[src/ssrc_map.vh]
`ifndef SSRC_MAP_VH
`define SSRC_MAP_VH
// Register offsets (word index on the plain port)
`define SSRC_REG_CTRL      4'h0
`define SSRC_REG_LOOPS     4'h1
`define SSRC_REG_CMD       4'h2
`define SSRC_REG_STATUS    4'h3
`define SSRC_REG_SEG0      4'h4
`define SSRC_REG_SEG1      4'h5
// CTRL field positions
`define SSRC_CTRL_MODE_LSB 0
`define SSRC_CTRL_ARMED    2
`define SSRC_CTRL_ENSRC_LSB 3
`define SSRC_CTRL_INSRC_LSB 5
`define SSRC_CTRL_EXTSEL   7
`define SSRC_CTRL_IMMED    8
// Run modes
`define SSRC_MODE_CONT     2'h0
`define SSRC_MODE_TRIG     2'h1
`define SSRC_MODE_GATE     2'h2
// Enable sources
`define SSRC_EN_BUS        2'h0
`define SSRC_EN_EVENT      2'h1
`define SSRC_EN_TRIG       2'h2
// Initiate sources
`define SSRC_IN_FP         2'h0
`define SSRC_IN_BUS        2'h1
`define SSRC_IN_TRIG       2'h2
`define SSRC_IN_EVENT      2'h3
// CMD bits (write-one pulses)
`define SSRC_CMD_ENABLE    0
`define SSRC_CMD_INIT      1
`define SSRC_CMD_ABORT     2
// Reset values and loop count limit
`define SSRC_CTRL_RST      9'h000
`define SSRC_LOOPS_RST     20'h00001
`define SSRC_LOOPS_MAX     20'hF4240
`define SSRC_SEG_RST       8'h00
`endif

[src/ssrc_sel_chan.v]
`include "ssrc_map.vh"
// One channel of external segment select: sync, strobe edge, latch, apply.
module ssrc_sel_chan #(
    parameter SEG_W = 8
) (
    input  wire             i_clk,       // Sample clock
    input  wire             i_rst,       // Async reset, high
    input  wire [SEG_W-1:0] i_sel,       // Select code pins
    input  wire             i_strobe,    // Valid strobe pin
    input  wire             i_ext_en,    // External control selected
    input  wire             i_immed,     // Immediate switching
    input  wire             i_seg_end,   // Current segment finishes
    input  wire [SEG_W-1:0] i_bus_seg,   // Segment from register
    output reg  [SEG_W-1:0] o_seg,       // Playing segment index
    output reg              o_pending    // Change waiting for segment end
);
    reg [SEG_W-1:0] sel_s1_r, sel_s2_r, sel_s3_r;
    reg [2:0]       stb_r;
    reg             stb_q_r;
    reg [SEG_W-1:0] want_r;
    wire            stb_lvl = (stb_r[1] == stb_r[2]) ? stb_r[1] : stb_q_r;
    wire            stb_rise = stb_lvl & ~stb_q_r;
    wire            sel_ok = (sel_s2_r == sel_s3_r);
    wire [SEG_W-1:0] target = i_ext_en ? want_r : i_bus_seg;

    always @(posedge i_clk or posedge i_rst) begin
        if (i_rst) begin
            sel_s1_r  <= {SEG_W{1'b0}};
            sel_s2_r  <= {SEG_W{1'b0}};
            sel_s3_r  <= {SEG_W{1'b0}};
            stb_r     <= 3'h0;
            stb_q_r   <= 1'b0;
            want_r    <= `SSRC_SEG_RST;
            o_seg     <= `SSRC_SEG_RST;
            o_pending <= 1'b0;
        end else begin
            sel_s1_r <= i_sel;
            sel_s2_r <= sel_s1_r;
            sel_s3_r <= sel_s2_r;
            stb_r    <= {stb_r[1:0], i_strobe};
            stb_q_r  <= stb_lvl;
            // Code is the binary value; all-zero is index 0, all-ones 255
            if (stb_rise && sel_ok)
                want_r <= sel_s3_r;
            // Undriven pins read low and so land on segment 0
            if (target != o_seg) begin
                if (i_immed || i_seg_end) begin
                    o_seg     <= target;
                    o_pending <= 1'b0;
                end else begin
                    o_pending <= 1'b1;
                end
            end else begin
                o_pending <= 1'b0;
            end
        end
    end
endmodule

[src/ssrc_top.v]
`include "ssrc_map.vh"
module ssrc_top #(
    parameter SEG_W  = 8,
    parameter LOOP_W = 20
) (
    input  wire             i_clk,        // Sample clock, 100 MHz
    input  wire             i_rst,        // Async reset, high
    input  wire [3:0]       i_addr,       // Register index
    input  wire [31:0]      i_wdata,      // Write data
    input  wire             i_wr,         // Write strobe
    input  wire             i_rd,         // Read strobe
    output reg  [31:0]      o_rdata,      // Read data, cycle after i_rd
    input  wire [SEG_W-1:0] i_sel0,       // Channel 0 select pins
    input  wire             i_strobe0,    // Channel 0 valid strobe
    input  wire [SEG_W-1:0] i_sel1,       // Channel 1 select pins
    input  wire             i_strobe1,    // Channel 1 valid strobe
    input  wire             i_trig,       // Trigger input pin
    input  wire             i_event,      // Event input pin
    input  wire             i_fp_init,    // Front-panel initiate pin
    input  wire             i_fp_abort,   // Front-panel abort pin
    input  wire             i_seg_end,    // Playing segment reached end
    output reg              o_play,       // Output generating waveform
    output reg              o_hold_dc,    // Output held at first point
    output wire [SEG_W-1:0] o_seg0,       // Channel 0 segment index
    output wire [SEG_W-1:0] o_seg1        // Channel 1 segment index
);
    localparam ST_IDLE = 3'b001;
    localparam ST_RUN  = 3'b010;
    localparam ST_WAIT = 3'b100;

    reg [8:0]        ctrl_r;
    reg [LOOP_W-1:0] loops_r;
    reg [SEG_W-1:0]  bus_seg0_r, bus_seg1_r;
    reg [2:0]        state_r, state_nxt;
    reg [LOOP_W-1:0] left_r, left_nxt;
    reg              enabled_r, enabled_nxt;
    reg              cmd_en_r, cmd_init_r, cmd_abort_r;
    reg [2:0]        trig_r, evt_r, fpi_r, fpa_r;
    reg              trig_q_r, evt_q_r, fpi_q_r, fpa_q_r;
    wire             pend0, pend1;

    wire [1:0] mode   = ctrl_r[`SSRC_CTRL_MODE_LSB+1:`SSRC_CTRL_MODE_LSB];
    wire       armed  = ctrl_r[`SSRC_CTRL_ARMED];
    wire [1:0] en_src = ctrl_r[`SSRC_CTRL_ENSRC_LSB+1:`SSRC_CTRL_ENSRC_LSB];
    wire [1:0] in_src = ctrl_r[`SSRC_CTRL_INSRC_LSB+1:`SSRC_CTRL_INSRC_LSB];

    // Debounced levels: accept a change only when stages two and three agree
    wire trig_l = (trig_r[1] == trig_r[2]) ? trig_r[1] : trig_q_r;
    wire evt_l  = (evt_r[1] == evt_r[2]) ? evt_r[1] : evt_q_r;
    wire fpi_l  = (fpi_r[1] == fpi_r[2]) ? fpi_r[1] : fpi_q_r;
    wire fpa_l  = (fpa_r[1] == fpa_r[2]) ? fpa_r[1] : fpa_q_r;
    wire evt_edge  = evt_l ^ evt_q_r;
    wire trig_rise = trig_l & ~trig_q_r;
    wire fpi_rise  = fpi_l & ~fpi_q_r;
    wire fpa_rise  = fpa_l & ~fpa_q_r;

    reg enable_ev, init_ev, abort_ev;
    always @* begin
        case (en_src)
            `SSRC_EN_BUS:   enable_ev = cmd_en_r;
            `SSRC_EN_EVENT: enable_ev = evt_edge;
            `SSRC_EN_TRIG:  enable_ev = trig_rise;
            default:        enable_ev = 1'b0;
        endcase
        case (in_src)
            `SSRC_IN_FP:    init_ev = fpi_rise;
            `SSRC_IN_BUS:   init_ev = cmd_init_r;
            `SSRC_IN_TRIG:  init_ev = trig_rise;
            `SSRC_IN_EVENT: init_ev = evt_edge;
            default:        init_ev = 1'b0;
        endcase
        // Self-armed ignores aborts altogether
        abort_ev = armed & (cmd_abort_r | fpa_rise);
    end

    // Gate level from the initiate input; only trigger or event are legal
    wire gate_lvl = (in_src == `SSRC_IN_TRIG)  ? trig_l :
                    (in_src == `SSRC_IN_EVENT) ? evt_l : 1'b0;

    always @* begin
        state_nxt   = state_r;
        left_nxt    = left_r;
        enabled_nxt = enabled_r;
        if (!armed)
            enabled_nxt = 1'b1;
        else if (enable_ev)
            enabled_nxt = 1'b1;
        case (state_r)
            ST_IDLE: begin
                if (mode == `SSRC_MODE_CONT && enabled_nxt)
                    state_nxt = ST_RUN;
                else if (mode == `SSRC_MODE_TRIG && armed && init_ev) begin
                    state_nxt = ST_RUN;
                    left_nxt  = loops_r;
                end else if (mode == `SSRC_MODE_GATE && armed && gate_lvl)
                    state_nxt = ST_RUN;
            end
            ST_RUN: begin
                if (mode == `SSRC_MODE_GATE && !gate_lvl)
                    state_nxt = ST_IDLE;
                else if (mode == `SSRC_MODE_TRIG && i_seg_end) begin
                    if (left_r <= {{(LOOP_W-1){1'b0}}, 1'b1})
                        state_nxt = ST_WAIT;
                    else
                        left_nxt = left_r - {{(LOOP_W-1){1'b0}}, 1'b1};
                end else if (mode == `SSRC_MODE_CONT && !enabled_nxt)
                    state_nxt = ST_IDLE;
            end
            ST_WAIT: state_nxt = ST_IDLE;
            default: state_nxt = ST_IDLE;
        endcase
        if (abort_ev) begin
            state_nxt   = ST_IDLE;
            enabled_nxt = 1'b0;
        end
    end

    always @(posedge i_clk or posedge i_rst) begin
        if (i_rst) begin
            ctrl_r      <= `SSRC_CTRL_RST;
            loops_r     <= `SSRC_LOOPS_RST;
            bus_seg0_r  <= `SSRC_SEG_RST;
            bus_seg1_r  <= `SSRC_SEG_RST;
            state_r     <= ST_IDLE;
            left_r      <= {LOOP_W{1'b0}};
            enabled_r   <= 1'b0;
            cmd_en_r    <= 1'b0;
            cmd_init_r  <= 1'b0;
            cmd_abort_r <= 1'b0;
            trig_r      <= 3'h0;
            evt_r       <= 3'h0;
            fpi_r       <= 3'h0;
            fpa_r       <= 3'h0;
            trig_q_r    <= 1'b0;
            evt_q_r     <= 1'b0;
            fpi_q_r     <= 1'b0;
            fpa_q_r     <= 1'b0;
            o_rdata     <= 32'h0000_0000;
            o_play      <= 1'b0;
            o_hold_dc   <= 1'b0;
        end else begin
            trig_r   <= {trig_r[1:0], i_trig};
            evt_r    <= {evt_r[1:0], i_event};
            fpi_r    <= {fpi_r[1:0], i_fp_init};
            fpa_r    <= {fpa_r[1:0], i_fp_abort};
            trig_q_r <= trig_l;
            evt_q_r  <= evt_l;
            fpi_q_r  <= fpi_l;
            fpa_q_r  <= fpa_l;
            state_r   <= state_nxt;
            left_r    <= left_nxt;
            enabled_r <= enabled_nxt;
            cmd_en_r    <= i_wr && i_addr == `SSRC_REG_CMD && i_wdata[`SSRC_CMD_ENABLE];
            cmd_init_r  <= i_wr && i_addr == `SSRC_REG_CMD && i_wdata[`SSRC_CMD_INIT];
            cmd_abort_r <= i_wr && i_addr == `SSRC_REG_CMD && i_wdata[`SSRC_CMD_ABORT];
            if (i_wr) begin
                case (i_addr)
                    `SSRC_REG_CTRL:  ctrl_r <= i_wdata[8:0];
                    // Out-of-range counts clamp into 1..1M
                    `SSRC_REG_LOOPS: begin
                        if (i_wdata[LOOP_W-1:0] == {LOOP_W{1'b0}})
                            loops_r <= `SSRC_LOOPS_RST;
                        else if (i_wdata[31:0] > {12'h000, `SSRC_LOOPS_MAX})
                            loops_r <= `SSRC_LOOPS_MAX;
                        else
                            loops_r <= i_wdata[LOOP_W-1:0];
                    end
                    `SSRC_REG_SEG0:  bus_seg0_r <= i_wdata[SEG_W-1:0];
                    `SSRC_REG_SEG1:  bus_seg1_r <= i_wdata[SEG_W-1:0];
                    default: ;
                endcase
            end
            if (i_rd) begin
                case (i_addr)
                    `SSRC_REG_CTRL:   o_rdata <= {23'h000000, ctrl_r};
                    `SSRC_REG_LOOPS:  o_rdata <= {12'h000, loops_r};
                    `SSRC_REG_STATUS: o_rdata <= {24'h000000, pend1, pend0,
                                                  enabled_r, o_hold_dc, o_play, state_r};
                    `SSRC_REG_SEG0:   o_rdata <= {24'h000000, o_seg0};
                    `SSRC_REG_SEG1:   o_rdata <= {24'h000000, o_seg1};
                    default:          o_rdata <= 32'h0000_0000;
                endcase
            end else begin
                o_rdata <= 32'h0000_0000;
            end
            o_play    <= (state_nxt == ST_RUN);
            // Armed idle sits on the first point; self-armed idles on the wave
            o_hold_dc <= armed && (state_nxt != ST_RUN);
        end
    end

    // Channels run independently; keeping them aligned is up to the caller
    ssrc_sel_chan #(.SEG_W(SEG_W)) u_ch0 (
        .i_clk     (i_clk),
        .i_rst     (i_rst),
        .i_sel     (i_sel0),
        .i_strobe  (i_strobe0),
        .i_ext_en  (ctrl_r[`SSRC_CTRL_EXTSEL]),
        .i_immed   (ctrl_r[`SSRC_CTRL_IMMED]),
        .i_seg_end (i_seg_end),
        .i_bus_seg (bus_seg0_r),
        .o_seg     (o_seg0),
        .o_pending (pend0)
    );
    ssrc_sel_chan #(.SEG_W(SEG_W)) u_ch1 (
        .i_clk     (i_clk),
        .i_rst     (i_rst),
        .i_sel     (i_sel1),
        .i_strobe  (i_strobe1),
        .i_ext_en  (ctrl_r[`SSRC_CTRL_EXTSEL]),
        .i_immed   (ctrl_r[`SSRC_CTRL_IMMED]),
        .i_seg_end (i_seg_end),
        .i_bus_seg (bus_seg1_r),
        .o_seg     (o_seg1),
        .o_pending (pend1)
    );
endmodule

[config.mk]
export PLATFORM = sky130hd
export DESIGN_NAME = ssrc_top
export DESIGN_NICKNAME = d
export VERILOG_FILES = /design/src/ssrc_sel_chan.v /design/src/ssrc_top.v
export VERILOG_INCLUDE_DIRS = /design/src
export SDC_FILE = /design/constraint.sdc
export NUM_CORES = 1
export LEC_CHECK = 0
export BUFFER_PORTS_ARGS = -buffer_cell sky130_fd_sc_hd__buf_4
export CORE_ASPECT_RATIO = 0.75
export CORE_UTILIZATION = 52
export DETAILED_ROUTE_END_ITERATION = 8
export PLACE_DENSITY_LB_ADDON = 0.1
export SLEW_MARGIN = 0
export SYNTH_ARGS = -nofsm -noshare
export SYNTH_HDL_FRONTEND = slang
export SYNTH_SLANG_ARGS = --single-unit
[constraint.sdc]
create_clock -name i_clk -period 6.2 [get_ports i_clk]
set_clock_uncertainty 0.2 [all_clocks]
set_input_delay 0.62 -clock i_clk [delete_from_list [all_inputs] [get_ports i_clk]]
set_output_delay 0.62 -clock i_clk [all_outputs]
set_load 0.02 [all_outputs]
# Yosys cells after proc, flatten, opt, wreduce, memory -nomap -nowiden
# Index checks and enable logic that the tools add are counted.
word_totals:
  reg_bits: 212
  in_bits: 63
classes:
  n_lt_le_gt_ge: 2
  n_reduce_logical: 31
  add_sub_neg: 1
  eq_ne: 31
  mux: 37
  n_bitwise: 13
ops:
  columns: ["op", "count"]
  rows:
  - ["2-to-1 mux 20 bit", 7]
  - ["one-hot mux 20 bit (5 select lines)", 1]
  - ["one-hot mux 20 bit (2 select lines)", 1]
  - ["> comparator 32 x 20 -> 1 bit, second input constant", 1]
  - ["2-to-1 mux 32 bit", 1]
  - ["2-to-1 mux 3 bit", 8]
  - ["less-or-equal comparator 20 x 1 -> 1 bit, second input constant", 1]
  - ["zero test 20 bit", 1]
  - ["subtractor 20 x 1 -> 20 bit, second input constant", 1]
  - ["equality test 8 bit", 2]
  - ["2-to-1 mux 8 bit", 2]
  - ["!= test 8 bit", 2]
  - ["logical AND 1 bit", 15]
  - ["2-to-1 mux 1 bit", 14]
  - ["AND reduction 2 bit", 6]
  - ["!= test 2 bit, second input constant", 5]
  - ["equality test 2 bit, second input constant", 4]
  - ["equality test 4 x 2 -> 1 bit, second input constant", 2]
  - ["equality test 4 x 3 -> 1 bit, second input constant", 2]
  - ["bitwise AND 1 bit", 6]
  - ["equality test 1 bit", 6]
  - ["equality test 2 x 1 -> 1 bit, second input constant", 3]
  - ["equality test 3 x 2 -> 1 bit, second input constant", 2]
  - ["zero test 2 bit", 3]
  - ["14 further kinds", 19]

# Logic depth before layout (Yosys ltp)
depth:
  depth_word: 15
  mapped_depth: 9
  mapped_depth_nobuf: 8

# Hierarchy
# A second synthesis with hierarchy kept.
hier_totals:
  cells_unflattened: 716
  hier_area_um2: 8788.4
modules_own_cells:
  columns: ["module", "cells_per_inst", "area_per_inst_um2", "n_inst"]
  rows:
  - ["ssrc_top", 506, 5480.3, 1]
  - ["ssrc_sel_chan", 105, 1654.1, 2]

# Worst setup path before layout
# No wires, ideal clock.
synth_path:
  path_kind: "input -> register"
  start: "input i_wdata[12]"
  end: "register loops_r[10]"
  setup_slack_ns: 3.726
  n_path_buf: 1
  setup_ns: 0.121
  t_arrival_ns: 2.153
  cell_stages: 5
  path_cell_list: "or4_1 -> o311ai_2 -> nor3_1 -> clkbuf_1 -> a22o_1"
synth_via:
  elab_chain_len: 3
  elab_cells_between_ends: 4
  classes_between: "order compare (1); mux (2); reduce/logical (1)"
synth_rtl:
  columns: ["item", "line_no", "text"]
  rows:
  - ["start, declared", "ssrc_top.v:9", "input wire [31:0] i_wdata,"]
  - ["> comparator 32 x 20 -> 1 bit", "ssrc_top.v:163", "else if (i_wdata[31:0] > {12'h000, `SSRC_LOOPS_MAX})"]
  - ["2-to-1 mux 20 bit", "ssrc_top.v:163", null]
  - ["2-to-1 mux 20 bit *", "ssrc_top.v:161", "if (i_wdata[LOOP_W-1:0] == {LOOP_W{1'b0}})"]
  - ["end signal, assigned", "ssrc_top.v:162", "loops_r <= `SSRC_LOOPS_RST;"]
  - ["end signal, assigned", "ssrc_top.v:164", "loops_r <= `SSRC_LOOPS_MAX;"]
  - ["end signal, assigned", "ssrc_top.v:166", "loops_r <= i_wdata[LOOP_W-1:0];"]
  - ["end, declared", "ssrc_top.v:32", "reg [LOOP_W-1:0] loops_r;"]
# Every way passes the cells marked *; elsewhere a longest branch is shown, timed or not.
# A chain may end at the register's enable or synchronous reset.

# Worst setup path in the final report
layout_path:
  start: "register state_r[2]"
  end: "register left_r[0]"
layout_via:
  elab_chain_len: 3
  elab_cells_between_ends: 10
  classes_between: "eq/ne (7); mux (1); reduce/logical (2)"
layout_rtl:
  columns: ["item", "line_no", "text"]
  rows:
  - ["start, declared", "ssrc_top.v:34", "reg [2:0] state_r, state_nxt;"]
  - ["start signal, assigned", "ssrc_top.v:150", "state_r <= state_nxt;"]
  - ["equality test 3 x 2 -> 1 bit / equality test 3 x 1 -> 1 bit (equally long branches)", "ssrc_top.v:88", "case (state_r)"]
  - ["!= test 2 bit (no line) / nonzero test 2 bit (equally long branches)", null, null]
  - ["AND reduction 6 bit (no line)", null, null]
  - ["end signal, assigned", "ssrc_top.v:125", "left_r <= {LOOP_W{1'b0}};"]
  - ["end signal, assigned", "ssrc_top.v:151", "left_r <= left_nxt;"]
  - ["end, declared", "ssrc_top.v:35", "reg [LOOP_W-1:0] left_r, left_nxt;"]
# Several ways; a longest one is shown, not always the timed one.

==> results by group <==
Global routing
  – Most utilized layer in the global route result: met1
  – Routing usage on met1: 0.363
  – Met3 Usage GRT: 0.0568
  – GRT overflow: 0
  – Antenna violations before repair: 0
  – First-pass GRT wire length: 30500 microns
  – Number of global-route vias before repair: 5723
  – Met2 GRT Util: 0.362
  – Largest net degree at the start of global routing: 201
  – GRT Total Usage: 0.245

Floorplan
  – Die area: 16300 sq um
  – Initial core utilization: 0.536
  – Core area: 15300 sq um
  – Die Y: 111 microns
  – Die X: 147 microns
  – FP Rows: 39
  – Ports: 113

Synthesis
  – Asr flop ratio synth: 1.00
  – Post-synth EDFFs: 0
  – Synth Cell Area: 8220 sq um
  – Post-synthesis instance total: 680
  – Synth warn: 0
  – Distinct cells, synth: 59
  – Post-synthesis sequential area ratio: 0.609
  – Seq cells post-synth: 200
  – Avg Cell Area, Syn: 12.1 sq um
  – Dominant cells by area after synthesis: dfrtp_1, mux2_2, xnor2_1, a21oi_1, nor2_1
  – Post-synth top area share: 0.603
  – Synth Flop Type: dfrtp_1
  – Post-synth top area cell: dfrtp_1

Pwr
  – Net Sw Power: 1060 uW
  – P_leak: 0.00441 uW
  – Net Sw Frac: 0.306
  – Worst vdd ir: 210 uV
  – Flop pwr share: 0.491
  – Clk pwr share: 0.330
  – Pwr Density: 358 nW/um^2
  – Comb power frac: 0.180
  – Internal power: 2420 uW
  – Tot Pwr: 3480 uW

Layout
  – Nets: 842
  – P&R area growth vs syn: 18.4%
  – Most frequent cells in the layout: dfrtp_1, buf_4, nor2_1
  – Inserted Diodes: 0
  – Fin cells: 995
  – Commonest non-fill, non-tap cell in the layout: dfrtp_1
  – Fraction of layout instances using a drive strength above 1: 0.246

STA
  – Slew HR: 0.218
  – Final Max Slew Viols: 0
  – Min Tclk post-route: 3.26 ns
  – RSZ-0062 raised after global routing: no
  – Fin Setup TNS: 0 ns
  – Post-route clock period utilization: 0.526
  – Setup violations, final: 0
  – Fin. Hold Viols: 0
  – Fmax: 0.307 GHz
  – Worst slew pin tran: 1.17 ns

Route
  – Wire length per cell: 18.9 microns
  – Vias/cell: 5.79
  – Residual DRC: 0
  – Routed Antenna Nets: 0
  – Drt total wl: 18800 microns
  – Vias: 5764
  – Detailed Route Iter0 Violations: 403
  – Drt pass-1 iters: 5

Placed design
  – HPWL after DPL: 13100 microns
  – Dpl cells: 963
  – Routability Congestion: 0.868
  – I/O Buffers: 100

Clock network
  – TritonCTS buffer count: 17
  – Hold Buf Count CTS: 0
  – CTS root buffer: clkbuf_16
  – Clk slew on worst S/H paths: 0.07 ns
  – H-tree depth: 4
  – CTS tree: yes
  – Clock Tree Buf Depth: 2
  – Worst skew pair latency: 0.43 ns
  – Setup bufs post-CTS: 0
  – Cts repair resizes: 0
  – Clock Sinks: 200

Worst setup path
  – Worst r2r src: state_r[2]$_DFF_PP0_
  – Slowest cell on the critical path: and2_1
  – Worst path bufs/invs: 0
  – Reg2reg end: left_r[0]$_DFFE_PP0P_
  – Worst path max stage delay: 0.87 ns
  – CP Capture Type: register
  – R2R Setup Slk: 2.94 ns
  – Reg2reg path depth: 5
  – Most used cell, CP: and2_1
  – CP top delay family: simple AND/OR/NAND/NOR gates
  – Req. time, crit path: 6.32 ns
  – Crit start category: register
  – Crit path cell chain: nor2_1 -> and2_1 -> nand4_2 -> and2_1 -> a221o_1
  – WP data arrival: 3.38 ns
  – Worst Path Max Fanout: 33
  – Critical path type: reg -> reg

Hold path
  – Hold Path Sink: u_ch0.sel_s1_r[6]$_DFF_PP0_
  – Worst hold path depth: 1
  – Class of the worst hold path: in -> reg
  – Worst min-delay path startpoint: i_sel0[6]

Outcome
  – Status: completed

Job
  – Max_cap viols: 0
-- flip-flops by register name, indices dropped and copies added (netlist names), 3 cells and up --
| register | flops |
|---|---|
| left_r | 20 |
| o_rdata | 20 |
| u_ch0.want_r | 8 |
| fpa_r | 3 |
| u_ch1.stb_r | 3 |
| state_r | 3 |
| u_ch0.sel_s3_r | 8 |
| u_ch1.sel_s2_r | 8 |
| u_ch1.sel_s3_r | 8 |
| u_ch0.stb_r | 3 |
| trig_r | 3 |
| u_ch1.o_seg | 8 |
| u_ch1.sel_s1_r | 8 |
| u_ch1.want_r | 8 |
| fpi_r | 3 |
| u_ch0.sel_s1_r | 8 |
| u_ch0.o_seg | 8 |
| evt_r | 3 |
| ctrl_r | 9 |
| loops_r | 20 |
| u_ch0.sel_s2_r | 8 |
| bus_seg1_r | 8 |
| bus_seg0_r | 8 |
-- metal layers --
metal  vias to the layer above  wire length (microns)
met2                       198                   8480
met4                         0                    187
met5                         -                      0
met1                      2920                   8870
met3                        15                   1280
li1                       2631                      -
-- final cells by class --
cell class	count	area (sq um)
clock buffer	18	439
clock inverter	14	183
fill	1215	5590
inverter	9	37.5
multi-input combinational	445	3020
sequential	200	5010
tap	205	256
timing repair buffer	104	793
-- cell usage after synthesis, drive strengths merged (9+ instances only) --
library cell	instances
dfrtp	198
nor2	56
a21oi	45
mux2	42
nand2	32
xnor2	30
o21ai	28
buf	23
a22oi	18
mux2i	18
nor4	17
a31oi	15
nor3	15
clkbuf	14
a2bb2oi	13
and3	13
a22o	12
nand3	10
inv	9
-- per-stage QoR --
step | util | worst slack [ns] | hold slack, ns | instance area [sq um]
detailed placement | 0.595 | 3.00 | 0.136 | 9110
global route | 0.635 | 2.67 | 0.0649 | 9730
finish | 0.635 | 2.94 | 0.0883 | 9730
CTS | 0.635 | 2.97 | 0.0717 | 9730
global placement | 0.595 | 3.08 | 0.131 | 9110
floorplan | - | 2.79 | 0.131 | 8260
-- worst max-delay path by stage --
stage | to | cells after the start | slack (ns) | from
3_5_place_dp | left_r[0]$_DFFE_PP0P_ | 5 | 3.00 | state_r[2]$_DFF_PP0_
2_1_floorplan | bus_seg0_r[0]$_DFFE_PP0P_ | 1 | 2.79 | i_rst
4_1_cts | left_r[0]$_DFFE_PP0P_ | 5 | 2.97 | state_r[2]$_DFF_PP0_
3_3_place_gp | left_r[0]$_DFFE_PP0P_ | 5 | 3.08 | state_r[2]$_DFF_PP0_
5_1_grt | left_r[0]$_DFFE_PP0P_ | 5 | 2.67 | state_r[2]$_DFF_PP0_
6_report | left_r[0]$_DFFE_PP0P_ | 5 | 2.94 | state_r[2]$_DFF_PP0_
-- worst reg2reg max path: stages (launching register included) --
cell and delay [ns]:
dfrtp_1 0.41, nor2_1 0.14, and2_1 0.87, nand4_2 0.68, and2_1 0.50, a221o_1 0.36
-- power by group through the flow --
stage	registers (uW)	logic (uW)	clock network, uW
2_1_floorplan	1690	413	0
3_3_place_gp	1720	604	0
3_5_place_dp	1730	626	0
4_1_cts	1700	628	1170
5_1_grt	1730	692	1230
6_report	1710	626	1150
-- cells by family after synthesis --
| group | synth area share |
|---|---|
| xor+xnor | 0.0341 |
| flops | 0.609 |
| compound gates | 0.119 |
| mux | 0.0795 |
| other cells | 0.000456 |
| buf+inv | 0.0298 |
| simple gates | 0.118 |
| fa+ha+maj | 0.0104 |
Note: power is estimated with default switching activity, not from simulation.
